**config.mk**
```make
export PLATFORM = sky130hd
export DESIGN_NAME = aiss_input_select
export DESIGN_NICKNAME = d
export VERILOG_FILES = /design/src/core/aiss_fifo.v /design/src/core/aiss_slot_rx.v /design/src/core/aiss_input_select.v
export VERILOG_INCLUDE_DIRS = /design/src /design/src/core
export SDC_FILE = /design/constraint.sdc
export NUM_CORES = 2
export LEC_CHECK = 0
export BUFFER_PORTS_ARGS = -buffer_cell sky130_fd_sc_hd__buf_2
export CAP_MARGIN = 20
export CORE_ASPECT_RATIO = 1.1
export CORE_MARGIN = 1
export CORE_UTILIZATION = 49
export DETAILED_ROUTE_END_ITERATION = 12
export PLACE_DENSITY = 0.77
export SLEW_MARGIN = 15
export SYNTH_ARGS = -nofsm -noshare
export SYNTH_HDL_FRONTEND = slang
export SYNTH_SLANG_ARGS = --single-unit
```
**constraint.sdc**
```tcl
create_clock -name i_clk_sys -period 31.1 [get_ports i_clk_sys]
set_clock_uncertainty 0.05 [all_clocks]
set_input_delay 1.555 -clock i_clk_sys [delete_from_list [all_inputs] [get_ports i_clk_sys]]
set_output_delay 1.555 -clock i_clk_sys [all_outputs]
set_load 0.005 [all_outputs]
```
**src/core/aiss_defs.vh**
```
// constants for the audio input source selector
`ifndef AISS_DEFS_VH
`define AISS_DEFS_VH
// apb register byte offsets
`define AISS_OFS_CTRL 12'h000
`define AISS_OFS_STATUS 12'h004
// control register fields
`define AISS_CTRL_SPDIF_SEL 0
`define AISS_CTRL_SPDIF_ANALOG 1
`define AISS_CTRL_SKIP 2
`define AISS_CTRL_SER_MASTER 3
`define AISS_CTRL_RATE_LO 4
`define AISS_CTRL_RATE_HI 5
`define AISS_CTRL_RESET 6'h00
// status register fields
`define AISS_STAT_SRC_LO 0
`define AISS_STAT_SRC_HI 1
`define AISS_STAT_SKIP 2
`define AISS_STAT_ROLE 3
`define AISS_STAT_CHAN_LO 4
`define AISS_STAT_CHAN_HI 6
`define AISS_STAT_OVF 7
// source codes
`define AISS_SRC_SER 2'h0
`define AISS_SRC_SPDIF 2'h1
`define AISS_SRC_AC97 2'h2
// link rate codes
`define AISS_RATE_48 2'h0
`define AISS_RATE_44K1 2'h1
`define AISS_RATE_88K2 2'h2
`define AISS_RATE_96 2'h3
// channel counts per configuration
`define AISS_CH_SER 3'h4
`define AISS_CH_SPDIF 3'h2
`define AISS_CH_AC97_48 3'h6
`define AISS_CH_AC97_44K1 3'h4
`define AISS_CH_AC97_DBL 3'h3
// slot request masks, bit n is link slot n+3
`define AISS_REQ_48 10'h07B
`define AISS_REQ_44K1 10'h033
`define AISS_REQ_DBL 10'h00B
`define AISS_REQ_NEXT 10'h380
// pacing of next samples at 88.2 kHz: 67/80 of frames
`define AISS_ACC_STEP 7'h43
`define AISS_ACC_MOD 7'h50
// link frame slot layout
`define AISS_LINK_SLOT0_BITS 16
`define AISS_LINK_SLOT_BITS 20
`define AISS_LINK_SLOTS 13
`define AISS_SER_SLOT_BITS 32
`define AISS_SER_SLOTS 4
`endif

```
**src/core/aiss_fifo.v**
```verilog
// sample frame fifo with registered output stage
`timescale 1ns/1ps
module aiss_fifo #(
  parameter WIDTH = 120,
  parameter DEPTH = 16,
  parameter AW = 4
) (
  input wire i_clk_sys,
  input wire i_sys_rst,
  input wire i_in_valid,
  output wire o_in_ready,
  input wire [WIDTH-1:0] i_in_data,
  output reg o_out_valid,
  input wire i_out_ready,
  output reg [WIDTH-1:0] o_out_data
);
  reg [WIDTH-1:0] mem [0:DEPTH-1];
  reg [AW-1:0] wr_ptr_r;
  reg [AW-1:0] rd_ptr_r;
  reg [AW:0] count_r;
  wire push;
  wire pop;

  // full only counts the array, the output stage is one extra word
  assign o_in_ready = (count_r != DEPTH[AW:0]);
  assign push = i_in_valid & o_in_ready;
  assign pop = (count_r != {(AW+1){1'b0}}) & (~o_out_valid | i_out_ready);

  // storage array, no reset needed
  always @(posedge i_clk_sys) begin
    if (push) begin
      mem[wr_ptr_r] <= i_in_data;
    end
  end

  // pointers, level and output stage
  always @(posedge i_clk_sys) begin
    if (i_sys_rst) begin
      wr_ptr_r <= {AW{1'b0}};
      rd_ptr_r <= {AW{1'b0}};
      count_r <= {(AW+1){1'b0}};
      o_out_valid <= 1'b0;
      o_out_data <= {WIDTH{1'b0}};
    end else begin
      if (push) begin
        wr_ptr_r <= wr_ptr_r + 1'b1;
      end
      if (pop) begin
        rd_ptr_r <= rd_ptr_r + 1'b1;
        o_out_data <= mem[rd_ptr_r];
        o_out_valid <= 1'b1;
      end else if (i_out_ready) begin
        o_out_valid <= 1'b0;
      end
      if (push & ~pop) begin
        count_r <= count_r + 1'b1;
      end else if (pop & ~push) begin
        count_r <= count_r - 1'b1;
      end
    end
  end
endmodule // aiss_fifo

```
**src/core/aiss_slot_rx.v**
```verilog
// sampled-clock serial slot deserialiser for framed links
`timescale 1ns/1ps
module aiss_slot_rx #(
  parameter SLOT0_BITS = 16,
  parameter SLOT_BITS = 20,
  parameter NSLOTS = 13,
  parameter SAMPLE_FALL = 1
) (
  input wire i_clk_sys,
  input wire i_sys_rst,
  input wire i_bclk,
  input wire i_sync,
  input wire i_sdata,
  output reg [31:0] o_word,
  output reg [3:0] o_slot,
  output reg o_word_stb,
  output reg o_frame_end
);
  reg [2:0] bclk_s;
  reg [1:0] sync_s;
  reg [1:0] data_s;
  reg sync_d_r;
  reg [5:0] bit_r;
  reg [3:0] slot_r;
  reg [31:0] shift_r;
  reg run_r;
  wire edge_smp;
  wire frame_go;
  wire [5:0] width;
  wire [31:0] shifted;

  // bclk_s[2] only compares against the second stage, never the first
  assign edge_smp = (SAMPLE_FALL != 0) ? (bclk_s[2] & ~bclk_s[1]) : (~bclk_s[2] & bclk_s[1]);
  assign frame_go = edge_smp & sync_s[1] & ~sync_d_r;
  assign width = (slot_r == 4'h0) ? SLOT0_BITS[5:0] : SLOT_BITS[5:0];
  assign shifted = {shift_r[30:0], data_s[1]};

  // two-stage synchronisers for pins on the link clock
  always @(posedge i_clk_sys) begin
    if (i_sys_rst) begin
      bclk_s <= 3'h0;
      sync_s <= 2'h0;
      data_s <= 2'h0;
    end else begin
      bclk_s <= {bclk_s[1:0], i_bclk};
      sync_s <= {sync_s[0], i_sync};
      data_s <= {data_s[0], i_sdata};
    end
  end

  // rising sync restarts the frame, bits are counted per slot
  always @(posedge i_clk_sys) begin
    if (i_sys_rst) begin
      sync_d_r <= 1'b0;
      bit_r <= 6'h00;
      slot_r <= 4'h0;
      shift_r <= 32'h00000000;
      run_r <= 1'b0;
      o_word <= 32'h00000000;
      o_slot <= 4'h0;
      o_word_stb <= 1'b0;
      o_frame_end <= 1'b0;
    end else begin
      o_word_stb <= 1'b0;
      o_frame_end <= 1'b0;
      if (edge_smp) begin
        sync_d_r <= sync_s[1];
      end
      if (frame_go) begin
        run_r <= 1'b1;
        slot_r <= 4'h0;
        bit_r <= 6'h01;
        shift_r <= {31'h00000000, data_s[1]};
      end else if (edge_smp & run_r) begin
        shift_r <= shifted;
        if (bit_r == width - 6'h01) begin
          o_word <= shifted;
          o_slot <= slot_r;
          o_word_stb <= 1'b1;
          bit_r <= 6'h00;
          if (slot_r == NSLOTS[3:0] - 4'h1) begin
            // a frame without a fresh sync waits idle
            o_frame_end <= 1'b1;
            run_r <= 1'b0;
            slot_r <= 4'h0;
          end else begin
            slot_r <= slot_r + 4'h1;
          end
        end else begin
          bit_r <= bit_r + 6'h01;
        end
      end
    end
  end
endmodule // aiss_slot_rx

```
**src/core/aiss_input_select.v**
```verilog
// audio input stage: source selection, link slot mapping and resampler skip
`timescale 1ns/1ps
`include "aiss_defs.vh"

// What this block does
// pin low, select bit one: S/PDIF
// pin high selects the link always
// S/PDIF two channels, resampler kept
// input type bit picks analog or digital
// role pin sets primary or secondary
// link supports four sample rates
// slot mapping for 48 and 44.1
// double rate always requests slots 3,4,6
// slots 10-12 requested only when needed
// six-channel 48 kHz always skips resampler
// serial master: four channels, skip bit
// other link rates keep the resampler
// exactly one source routed at once
// pin low, select bit zero: serial
// serial slave keeps the resampler
// unsupplied channels carry zero samples
module aiss_input_select #(
  parameter SW = 20,
  parameter FIFO_DEPTH = 16,
  parameter FIFO_AW = 4
) (
  input wire i_clk_sys,
  input wire i_sys_rst,
  input wire i_psel,
  input wire i_penable,
  input wire i_pwrite,
  input wire [11:0] i_paddr,
  input wire [31:0] i_pwdata,
  output reg [31:0] o_prdata,
  output reg o_pready,
  output reg o_pslverr,
  input wire i_source_select_pin,
  input wire i_link_role_pin,
  input wire i_link_bclk,
  input wire i_link_sync,
  input wire i_link_sdata,
  output reg [9:0] o_link_slot_req,
  input wire i_ser_bclk,
  input wire i_ser_lrck,
  input wire i_ser_sdata,
  input wire i_spdif_analog,
  input wire i_spdif_digital,
  output reg o_spdif_line,
  output reg o_spdif_analog_en,
  input wire i_spdif_valid,
  input wire [SW-1:0] i_spdif_left,
  input wire [SW-1:0] i_spdif_right,
  output reg [1:0] o_source,
  output reg o_resampler_skip,
  output reg [2:0] o_chan_count,
  output reg o_link_role,
  output wire o_frame_valid,
  input wire i_frame_ready,
  output wire [6*SW-1:0] o_frame_data
);
  localparam FW = 6 * SW;

  reg [5:0] ctrl_r;
  reg ovf_r;
  reg [1:0] src_nxt;
  reg skip_nxt;
  reg [2:0] chan_nxt;
  reg [1:0] pin_s;
  reg [1:0] role_s;
  reg [1:0] spa_s;
  reg [1:0] spd_s;
  reg role_seen_r;
  reg [SW-1:0] link_w [3:12];
  reg [12:0] tag_r;
  reg lk_end_r;
  reg [SW-1:0] ser_w [0:3];
  reg need_next_r;
  reg [6:0] acc_r;
  reg [6:0] acc_nxt;
  reg pend_v_r;
  reg [FW-1:0] pend_d_r;
  reg pend2_v_r;
  reg [FW-1:0] pend2_d_r;
  reg [FW-1:0] frame_a;
  reg [FW-1:0] frame_b;
  reg new_v;
  reg new2_v;
  reg [9:0] req_nxt;
  wire [1:0] rate;
  wire apb_acc;
  wire apb_hit;
  wire [31:0] status_w;
  wire [31:0] lk_word;
  wire [3:0] lk_slot;
  wire lk_stb;
  wire lk_end;
  wire [31:0] sr_word;
  wire [3:0] sr_slot;
  wire sr_stb;
  wire sr_end;
  wire fifo_in_ready;
  wire [SW-1:0] zs;
  wire [7:0] acc_sum;

  assign rate = ctrl_r[`AISS_CTRL_RATE_HI:`AISS_CTRL_RATE_LO];
  assign zs = {SW{1'b0}};
  // one spare bit, the pacing sum reaches past seven bits
  assign acc_sum = {1'b0, acc_r} + {1'b0, `AISS_ACC_STEP};
  assign apb_acc = i_psel & i_penable & o_pready;
  assign apb_hit = (i_paddr == `AISS_OFS_CTRL) | (i_paddr == `AISS_OFS_STATUS);
  assign status_w = {24'h000000, ovf_r, o_chan_count, o_link_role, o_resampler_skip, o_source};

  // external pins pass two flip-flops before use
  always @(posedge i_clk_sys) begin
    // strap stages run through reset so the capture after release sees the pin
    role_s <= {role_s[0], i_link_role_pin};
    if (i_sys_rst) begin
      pin_s <= 2'h0;
      spa_s <= 2'h0;
      spd_s <= 2'h0;
    end else begin
      pin_s <= {pin_s[0], i_source_select_pin};
      spa_s <= {spa_s[0], i_spdif_analog};
      spd_s <= {spd_s[0], i_spdif_digital};
    end
  end

  // role strap
  // caught once after reset release, it is a board strap not a live control
  always @(posedge i_clk_sys) begin
    if (i_sys_rst) begin
      role_seen_r <= 1'b0;
      o_link_role <= 1'b0;
    end else if (!role_seen_r) begin
      role_seen_r <= 1'b1;
      o_link_role <= role_s[1];
    end
  end

  // one source only
  // source, resampler skip and channel count from pin, bits and rate
  always @* begin
    src_nxt = `AISS_SRC_SER;
    skip_nxt = 1'b0;
    chan_nxt = `AISS_CH_SER;
    if (pin_s[1]) begin
      // link wins
      src_nxt = `AISS_SRC_AC97;
      case (rate)
        `AISS_RATE_48: begin
          // forced skip
          skip_nxt = 1'b1;
          chan_nxt = `AISS_CH_AC97_48;
        end
        `AISS_RATE_44K1: begin
          // resampler kept
          chan_nxt = `AISS_CH_AC97_44K1;
        end
        default: begin
          chan_nxt = `AISS_CH_AC97_DBL;
        end
      endcase
    end else if (ctrl_r[`AISS_CTRL_SPDIF_SEL]) begin
      // biphase receiver
      src_nxt = `AISS_SRC_SPDIF;
      // never skipped
      skip_nxt = 1'b0;
      chan_nxt = `AISS_CH_SPDIF;
    end else begin
      // serial port
      src_nxt = `AISS_SRC_SER;
      // master skip bit
      // slave never skips
      skip_nxt = ctrl_r[`AISS_CTRL_SER_MASTER] & ctrl_r[`AISS_CTRL_SKIP];
      chan_nxt = `AISS_CH_SER;
    end
  end

  // line type
  // registered mode outputs and the chosen biphase line
  always @(posedge i_clk_sys) begin
    if (i_sys_rst) begin
      o_source <= `AISS_SRC_SER;
      o_resampler_skip <= 1'b0;
      o_chan_count <= `AISS_CH_SER;
      o_spdif_line <= 1'b0;
      o_spdif_analog_en <= 1'b0;
    end else begin
      o_source <= src_nxt;
      o_resampler_skip <= skip_nxt;
      o_chan_count <= chan_nxt;
      o_spdif_analog_en <= ctrl_r[`AISS_CTRL_SPDIF_ANALOG];
      o_spdif_line <= ctrl_r[`AISS_CTRL_SPDIF_ANALOG] ? spa_s[1] : spd_s[1];
    end
  end

  // apb slave: one wait state, then the access completes
  always @(posedge i_clk_sys) begin
    if (i_sys_rst) begin
      o_pready <= 1'b0;
      o_prdata <= 32'h00000000;
      o_pslverr <= 1'b0;
      ctrl_r <= `AISS_CTRL_RESET;
    end else begin
      if (i_psel & i_penable & ~o_pready) begin
        o_pready <= 1'b1;
        o_pslverr <= ~apb_hit;
        if (i_pwrite | ~apb_hit) begin
          o_prdata <= 32'h00000000;
        end else if (i_paddr == `AISS_OFS_CTRL) begin
          o_prdata <= {26'h0000000, ctrl_r};
        end else begin
          o_prdata <= status_w;
        end
      end else begin
        o_pready <= 1'b0;
        o_pslverr <= 1'b0;
      end
      if (apb_acc & i_pwrite & (i_paddr == `AISS_OFS_CTRL)) begin
        ctrl_r <= i_pwdata[5:0];
      end
    end
  end

  // link frame receiver, codec samples on the falling bit clock edge
  aiss_slot_rx #(
    .SLOT0_BITS(`AISS_LINK_SLOT0_BITS),
    .SLOT_BITS(`AISS_LINK_SLOT_BITS),
    .NSLOTS(`AISS_LINK_SLOTS),
    .SAMPLE_FALL(1)
  ) u_link_rx (
    .i_clk_sys(i_clk_sys),
    .i_sys_rst(i_sys_rst),
    .i_bclk(i_link_bclk),
    .i_sync(i_link_sync),
    .i_sdata(i_link_sdata),
    .o_word(lk_word),
    .o_slot(lk_slot),
    .o_word_stb(lk_stb),
    .o_frame_end(lk_end)
  );

  // serial port as four 32-bit slots per frame, msb-left samples
  aiss_slot_rx #(
    .SLOT0_BITS(`AISS_SER_SLOT_BITS),
    .SLOT_BITS(`AISS_SER_SLOT_BITS),
    .NSLOTS(`AISS_SER_SLOTS),
    .SAMPLE_FALL(0)
  ) u_ser_rx (
    .i_clk_sys(i_clk_sys),
    .i_sys_rst(i_sys_rst),
    .i_bclk(i_ser_bclk),
    .i_sync(i_ser_lrck),
    .i_sdata(i_ser_sdata),
    .o_word(sr_word),
    .o_slot(sr_slot),
    .o_word_stb(sr_stb),
    .o_frame_end(sr_end)
  );

  // slot word capture; slot 0 tags mark which slots hold data
  always @(posedge i_clk_sys) begin
    if (i_sys_rst) begin
      tag_r <= 13'h0000;
      lk_end_r <= 1'b0;
    end else begin
      // frame end waits one edge so the slot 12 word has landed
      lk_end_r <= lk_end;
      if (lk_stb & (lk_slot == 4'h0)) begin
        tag_r <= {lk_word[3], lk_word[4], lk_word[5], lk_word[6], lk_word[7],
                  lk_word[8], lk_word[9], lk_word[10], lk_word[11], lk_word[12],
                  2'h0, lk_word[15]};
      end
    end
  end

  genvar gi;
  generate
    for (gi = 3; gi <= 12; gi = gi + 1) begin : g_slot
      // each link slot keeps its latest word
      always @(posedge i_clk_sys) begin
        if (i_sys_rst) begin
          link_w[gi] <= {SW{1'b0}};
        end else if (lk_stb && (lk_slot == gi)) begin
          link_w[gi] <= lk_word[SW-1:0];
        end
      end
    end
    for (gi = 0; gi < 4; gi = gi + 1) begin : g_ser
      // serial channels, top bits of each slot
      always @(posedge i_clk_sys) begin
        if (i_sys_rst) begin
          ser_w[gi] <= {SW{1'b0}};
        end else if (sr_stb && (sr_slot == gi)) begin
          ser_w[gi] <= sr_word[31:32-SW];
        end
      end
    end
  endgenerate

  // zero fill
  // frame order l, r, c, sl, sr, lfe from low bits; absent channels are zero
  always @* begin
    frame_a = {FW{1'b0}};
    frame_b = {FW{1'b0}};
    new_v = 1'b0;
    new2_v = 1'b0;
    case (o_source)
      `AISS_SRC_SPDIF: begin
        new_v = i_spdif_valid;
        frame_a = {zs, zs, zs, zs, i_spdif_right, i_spdif_left};
      end
      `AISS_SRC_AC97: begin
        new_v = lk_end_r & tag_r[0];
        case (rate)
          // slot map
          `AISS_RATE_48: begin
            frame_a = {link_w[9], link_w[8], link_w[7], link_w[6], link_w[4], link_w[3]};
          end
          `AISS_RATE_44K1: begin
            frame_a = {zs, link_w[8], link_w[7], zs, link_w[4], link_w[3]};
          end
          default: begin
            // next samples
            frame_a = {zs, zs, zs, link_w[6], link_w[4], link_w[3]};
            frame_b = {zs, zs, zs, link_w[12], link_w[11], link_w[10]};
            new2_v = need_next_r & tag_r[10] & tag_r[11] & tag_r[0];
          end
        endcase
      end
      default: begin
        new_v = sr_end;
        frame_a = {zs, ser_w[3], ser_w[2], zs, ser_w[1], ser_w[0]};
      end
    endcase
  end

  // rate request
  // fixed requests
  // paced requests
  always @* begin
    acc_nxt = acc_r;
    case (rate)
      `AISS_RATE_48: req_nxt = `AISS_REQ_48;
      `AISS_RATE_44K1: req_nxt = `AISS_REQ_44K1;
      `AISS_RATE_96: req_nxt = `AISS_REQ_DBL | `AISS_REQ_NEXT;
      default: begin
        // 88.2 kHz needs a second sample in 67 of 80 frames
        acc_nxt = (acc_sum >= {1'b0, `AISS_ACC_MOD}) ?
                  acc_sum[6:0] - `AISS_ACC_MOD : acc_sum[6:0];
        req_nxt = (acc_sum >= {1'b0, `AISS_ACC_MOD}) ?
                  (`AISS_REQ_DBL | `AISS_REQ_NEXT) : `AISS_REQ_DBL;
      end
    endcase
  end

  // request for the coming frame, remembered to validate its slots 10-12
  always @(posedge i_clk_sys) begin
    if (i_sys_rst) begin
      acc_r <= 7'h00;
      need_next_r <= 1'b0;
      o_link_slot_req <= `AISS_REQ_48;
    end else if (lk_end) begin
      acc_r <= acc_nxt;
      need_next_r <= o_link_slot_req[9];
      o_link_slot_req <= req_nxt;
    end
  end

  // two-deep issue stage feeding the fifo; a full fifo drops and flags
  always @(posedge i_clk_sys) begin
    if (i_sys_rst) begin
      pend_v_r <= 1'b0;
      pend_d_r <= {FW{1'b0}};
      pend2_v_r <= 1'b0;
      pend2_d_r <= {FW{1'b0}};
      ovf_r <= 1'b0;
    end else begin
      if (pend_v_r & fifo_in_ready) begin
        pend_v_r <= pend2_v_r;
        pend_d_r <= pend2_d_r;
        pend2_v_r <= 1'b0;
      end
      if (new_v & ~pend_v_r & ~pend2_v_r) begin
        pend_v_r <= 1'b1;
        pend_d_r <= frame_a;
        pend2_v_r <= new2_v;
        pend2_d_r <= frame_b;
      end
      // overflow set wins over a same-cycle clear
      if (new_v & (pend_v_r | pend2_v_r)) begin
        ovf_r <= 1'b1;
      end else if (apb_acc & i_pwrite & (i_paddr == `AISS_OFS_STATUS) & i_pwdata[`AISS_STAT_OVF]) begin
        ovf_r <= 1'b0;
      end
    end
  end

  aiss_fifo #(
    .WIDTH(FW),
    .DEPTH(FIFO_DEPTH),
    .AW(FIFO_AW)
  ) u_fifo (
    .i_clk_sys(i_clk_sys),
    .i_sys_rst(i_sys_rst),
    .i_in_valid(pend_v_r),
    .o_in_ready(fifo_in_ready),
    .i_in_data(pend_d_r),
    .o_out_valid(o_frame_valid),
    .i_out_ready(i_frame_ready),
    .o_out_data(o_frame_data)
  );
endmodule // aiss_input_select

```
# --- Word level (Yosys, flattened, before mapping) ---
# Memory sizes are Yosys's and may differ from the RTL's. A register that Yosys moved wholly into a read port is not among the register bits.
# Cells that the tools add are included.
totals:
  ramBits: 2200
  output_inout_bits: 174
  n_memories: 3
  reg_bits: 496
op_classes:
  n_eq_ne: 23
  muxes: 120
  n_addsub: 11
  order_cmp: 1
  bitwise_logic: 65
  n_reduce_logical: 47
mem_list:
  columns: ["memory", "words", "width", "rd", "rd_clocked_by_memory_dff", "write_ports", "line_no", "source"]
  rows:
  - ["u_fifo.mem", 16, 120, 1, 1, 1, "aiss_fifo.v:17", "reg [WIDTH-1:0] mem [0:DEPTH-1];"]
  - ["link_w", 10, 20, 9, 0, 10, "aiss_input_select.v:73", "reg [SW-1:0] link_w [3:12];"]
  - ["ser_w", 4, 20, 4, 0, 4, "aiss_input_select.v:76", "reg [SW-1:0] ser_w [0:3];"]
op_table:
  columns: ["operator", "n"]
  rows:
  - ["120-bit case mux with 2 select lines", 2]
  - ["20-bit 2-to-1 mux", 14]
  - ["120-bit 2-to-1 mux", 2]
  - ["60-bit 2-to-1 mux", 2]
  - ["1-bit 2-to-1 mux", 83]
  - ["10-bit case mux with 3 select lines", 1]
  - ["1-bit AND", 28]
  - ["4-bit == test (second input constant)", 6]
  - ["2-bit nonzero test", 10]
  - ["1-bit inverter", 19]
  - ["1-bit OR", 18]
  - ["4-bit by 1-bit adder with 4-bit output (second input constant)", 4]
  - ["4-bit by 2-bit == test with 1-bit output (second input constant)", 4]
  - ["4-bit by 3-bit == test with 1-bit output (second input constant)", 4]
  - ["8-bit 2-to-1 mux", 2]
  - ["1-bit logical AND", 14]
  - ["6-bit by 1-bit adder with 6-bit output (second input constant)", 2]
  - ["12-bit by 3-bit == test with 1-bit output (second input constant)", 1]
  - ["12-bit zero test", 1]
  - ["4-bit zero test", 3]
  - ["6-bit 2-to-1 mux", 2]
  - ["3-bit AND reduction", 4]
  - ["10-bit 2-to-1 mux", 1]
  - ["5-bit 2-to-1 mux", 2]
  - ["24 further kinds", 38]

# --- Logic depth before layout (Yosys ltp) ---
depth:
  word_depth: 7
  depth_mapped: 12
  depth_no_buf: 11

# --- Cells and area by module ---
# Synthesis repeated with hierarchy kept, for this count alone.
hier_totals:
  cells_unflattened: 6015
  hier_area_um2: 103872.1
by_module_without_submodules:
  columns: ["mod", "area_per_inst_um2", "cells_per_inst", "instances", "seq_area_each_um2"]
  rows:
  - ["aiss_fifo", 76953.8, 3414, 1, 60337.9]
  - ["aiss_input_select", 19916.6, 1799, 1, 12472.0]
  - ["aiss_slot_rx at u_ser_rx", 3609.7, 405, 1, 1761.7]
  - ["aiss_slot_rx at u_link_rx", 3392.0, 397, 1, 1761.7]

# --- Least setup slack after synthesis ---
# Ideal clock, no wire load.
synth_path:
  path_type: "register -> register"
  start: "register u_fifo.count_r[0]"
  end: "memory u_fifo.mem[3][0] (enable)"
  setup_slack_ns: 21.045
  setup_time_ns: 0.746
  arrival_ns: 9.259
  stages_incl_launch_ff: 7
  cell_sequence: "dfxtp_1 or4_1 o21ai_1 inv_1 clkbuf_1 nand2_1 nor3_1"
synth_via:
  elab_chain_len: 4
synth_lines:
  columns: ["item", "line_no", "source"]
  rows:
  - ["from (decl)", "aiss_fifo.v:20", "reg [AW:0] count_r;"]
  - ["from (signal assigned)", "aiss_fifo.v:41", "count_r <= {(AW+1){1'b0}};"]
  - ["from (signal assigned)", "aiss_fifo.v:56", "count_r <= count_r + 1'b1;"]
  - ["from (signal assigned)", "aiss_fifo.v:58", "count_r <= count_r - 1'b1;"]
  - ["5-bit != test", "aiss_fifo.v:25", "assign o_in_ready = (count_r != DEPTH[AW:0]);"]
  - ["1-bit AND", "aiss_fifo.v:26", "assign push = i_in_valid & o_in_ready;"]
  - ["1-bit 2-to-1 mux", "aiss_fifo.v:31", "if (push) begin"]
  - ["1-bit 2-to-1 mux (implied by the code)", "aiss_fifo.v:32", "mem[wr_ptr_r] <= i_in_data;"]
  - ["to (decl)", "aiss_fifo.v:17", null]
# No other way between the ends.

==> results.md <==
- Status: finished clean
- Final setup viols: 0
- First DRT Iteration DRCs: roughly 6,800
- Cell family with most CP delay: buffers and inverters
- Leak pwr: about 37 nW
- Yosys top cell area share: about two thirds
- Gr usage total: 23.8%
- Via density per instance: 6.21
- Longest Clk Path Bufs: 3
- Netlist cell types: 53
- Post-CTS Resized: 0
- Hold Vio Cnt, Final: 0
- Critical-path maximum fanout: 48
- Met2 Track Usage GR: 38.8%
- Worst-path clk slew: roughly 0.06 ns
- WL/cell: 29.2 um
- Die W: around 430 um
- Syn. warnings: 0
- Max_cap viols: 0
- Worst Tran Pin Value: approximately 1.2 ns
- CP startpoint: u_fifo.rd_ptr_r[0]$_SDFFE_PP0P_
- Relative slew margins: 23.2%
- Psw: approximately 0.0019 W
- Worst hold slack: 0.292 ns
- Post-Syn Area: between 100,000 and 150,000 um2
- Worst r2r src: u_fifo.rd_ptr_r[0]$_SDFFE_PP0P_
- Startpoint types: flip-flop
- Sw Share: about a quarter
- Most used routing layer: met2
- H-tree levels: 4
- Synth cell count leaders: edfxtp_1 (2,180), mux4_2 (600), nor2_1 (512)
- Met1 usage: 31.0%
- Area growth, synth to finish: 12.0%
- Worst-Skew Late Latency: around 0.9 ns
- Cell repeated most along the worst path: buf_4
- DP Cell Count: just over 8,000
- Port Buffer Count: between 200 and 250
- Total Neg Setup Slack: 0 ns
- Crit Path Category: reg2reg
- Post-synthesis sequential area ratio: between 70 and 80%
- Residual DRC: 0
- Top post-synthesis cells by area: edfxtp_1 (65%), mux4_2 (13%), dfxtp_1 (10%)
- Worst setup EP type: flip-flop
- Area leader, netlist: edfxtp_1
- Top_reg_cell synth: edfxtp_1
- Via count of the first global-routing pass: 52,700
- Yosys reg bits: about 2,700
- CORE AREA: a little over 200,000 um2
- Gpl congestion: 0.852
- CP max stage cell: dfxtp_4
- Flop pwr share: about half
- Clock network power share: around 38%
- Pwr Density: about 72 nW/um2
- Root buf cell: clkbuf_16
- Initial antenna violation count: 7
- Cell Rows: roughly 170
- Postcts setup bufs: 0
- Multi-input logic area: between 20,000 and 25,000 um2
- Total grt overflow: 0
- First-pass GRT wire length: between 300 and 400 mm
- Combinational share of power: between 10% and 20%
- Share of cells above drive strength 1: 22.8%
- Peak supply drop: 54.7 uV
- Vias: approximately 53,000
- Count leader, synth: edfxtp_1
- RSZ-0062 raised after global routing: false
- Internal: around 0.006 W
- Routed WL: ~250 mm
- CTS Sinks: ~2,700
- Cts hold-fix bufs: 0
- Min-delay worst type: reg2reg
- Shortest period the worst path allows: about 5.2 ns
- Slew Limit Fails: 0
- CP Data Required Time: 31.80 ns
- Max incr delay on CP: ~0.95 ns
- Async SR Flop Fraction: 0%
- Avg Cell Area, Syn: 18.7 um2
- Worst path cell trace: buf_4 > buf_4 > buf_4 > buf_16 > mux4_2 > mux4_2 > a22o_1
- Buffers & Inverters on Critical Path: 4
- Critical Path AT: 5.91 ns
- Post-DRT Antenna Nets: 0
- Post-Synthesis Cells: approximately 5,400
- Fillcell total: about 15,000
- Overall power: roughly 0.008 W
- Crit share post-route: 16.7%
- Max Clock Freq: approximately 0.19 GHz
- Finished Layout Cells: approximately 8,500
- CTS Buf Count: 240
- Initial core utilization: 49.4%
- Fin util: around 55%
- Die span in y: 476 um
- FF+latch area: between 70,000 and 80,000 um2
- Hold Startpoint: role_s[0]$_DFF_P_
- Pin count of the biggest net entering global routing: approximately 160
- Drt pass-1 iters: 6
- I/O pins: approximately 280
- Final #Nets: 5,703
- Die ar.: 206,000 um2
- CTS tree: done
- Final HPWL DP: around 130 mm
- Post-synth EDFFs: 2,180
- GR Util met3: 4.61%
[sequential cells by signal, summed over array words and instances (netlist names), 31 cells and up]
| signal | cells |
|---|---|
| u_fifo.mem | 1920 |
| link_w | 180 |
| pend_d_r | 120 |
| u_fifo.o_out_data | 120 |
| ser_w | 80 |
| pend2_d_r | 60 |
| u_ser_rx.shift_r | 31 |
[layer usage]
metal	share of wire, %	wire length, um
met4	4.8	11900
met3	9.5	23500
met2	49	122000
met5	0.025	62
met1	36	90600
[layout by cell type, fill, tap and decap left out, types with 5 or more instances in the layout]
cell type / Yosys / routed
clkinvlp_4: 0 / 8
a22oi_1: 161 / 161
clkinv_2: 0 / 47
a211oi_1: 65 / 65
clkinv_16: 0 / 7
mux2i_1: 46 / 46
diode_2: 0 / 5
nand2b_1: 7 / 7
clkinv_1: 0 / 35
bufinv_16: 0 / 28
buf_4: 56 / 89
a22o_1: 120 / 120
dfxtp_1: 507 / 503
a311oi_1: 40 / 40
nand4_1: 13 / 13
inv_1: 17 / 15
nor3b_1: 6 / 6
clkbuf_8: 0 / 22
nand3_1: 15 / 15
nor2_4: 0 / 14
nor3_1: 13 / 7
mux4_2: 600 / 600
xnor2_1: 8 / 8
nor2b_1: 29 / 29
conb_1: 2 / 27
nor3_2: 0 / 6
or3_1: 5 / 5
buf_2: 48 / 221
clkbuf_1: 206 / 58
a21oi_1: 111 / 110
ha_1: 20 / 18
clkbuf_16: 0 / 240
xor2_1: 16 / 16
edfxtp_1: 2180 / 2180
and2_1: 6 / 6
nand3b_1: 8 / 8
nor2_1: 512 / 498
nand2_1: 398 / 398
o21ai_0: 46 / 46
[final timing paths]
| check | end | slack [ns] | depth (start not counted) |
|---|---|---|---|
| hold / removal | role_s[1]$_DFF_P_ | 0.29 | 0 |
| setup reg to reg | u_fifo.o_out_data[110]$_SDFFE_PP0P_ | 25.90 | 7 |
| hold reg to reg | role_s[1]$_DFF_P_ | 0.29 | 0 |
| setup / recovery | u_fifo.o_out_data[110]$_SDFFE_PP0P_ | 25.90 | 7 |
[cell type report]
type / instances / share of cell area (%)
Antenna cell: 5 / 0.0112
Clock buffer: 320 / 5.81
Clock inverter: 135 / 1.46
Inverter: 17 / 0.0569
Multi-Input combinational cell: 2316 / 20.5
Sequential cell: 2687 / 67.4
Tap cell: 2712 / 3.03
Timing Repair Buffer: 319 / 1.73
[metrics by stage]
stage	worst slack (ns)	cell area [um2]
after global placement	25.66	104000
after CTS	25.58	112000
after global routing	25.41	112000
after detailed placement	25.66	104000
after floorplan	21.04	100000
final	25.90	112000
[cell families (layout without fill, tap and decap cells)]
group / Yosys count / in the layout / share of synthesized area (%)
flip-flops: 2687 / 2687 / 75.5
other: 2 / 32 / 0.00750
buffers and inverters: 381 / 791 / 1.83
AND/OR/NAND/NOR: 1036 / 1036 / 4.20
adder cells (fa/ha/maj): 21 / 21 / 0.270
AO/OA/AOI/OAI: 561 / 561 / 4.02
XOR/XNOR: 24 / 24 / 0.210
multiplexers: 647 / 647 / 14.0
[worst register-to-register path: stages (launching register included)]
cell and delay (ns):
dfxtp_4 0.95, buf_4 0.83, buf_4 0.99, buf_4 0.62, buf_16 0.31, mux4_2 0.57, mux4_2 0.55, a22o_1 0.20
[power by group through the flow]
stage          clock (W)  sequential, W  combinational [W]
2_1_floorplan          0        0.00410           0.000709
3_3_place_gp           0        0.00415           0.000937
3_5_place_dp           0        0.00416           0.000944
4_1_cts          0.00307        0.00408           0.000955
5_1_grt          0.00320        0.00409            0.00101
6_report         0.00305        0.00408           0.000939
Note: power is estimated with default switching activity, not from simulation.
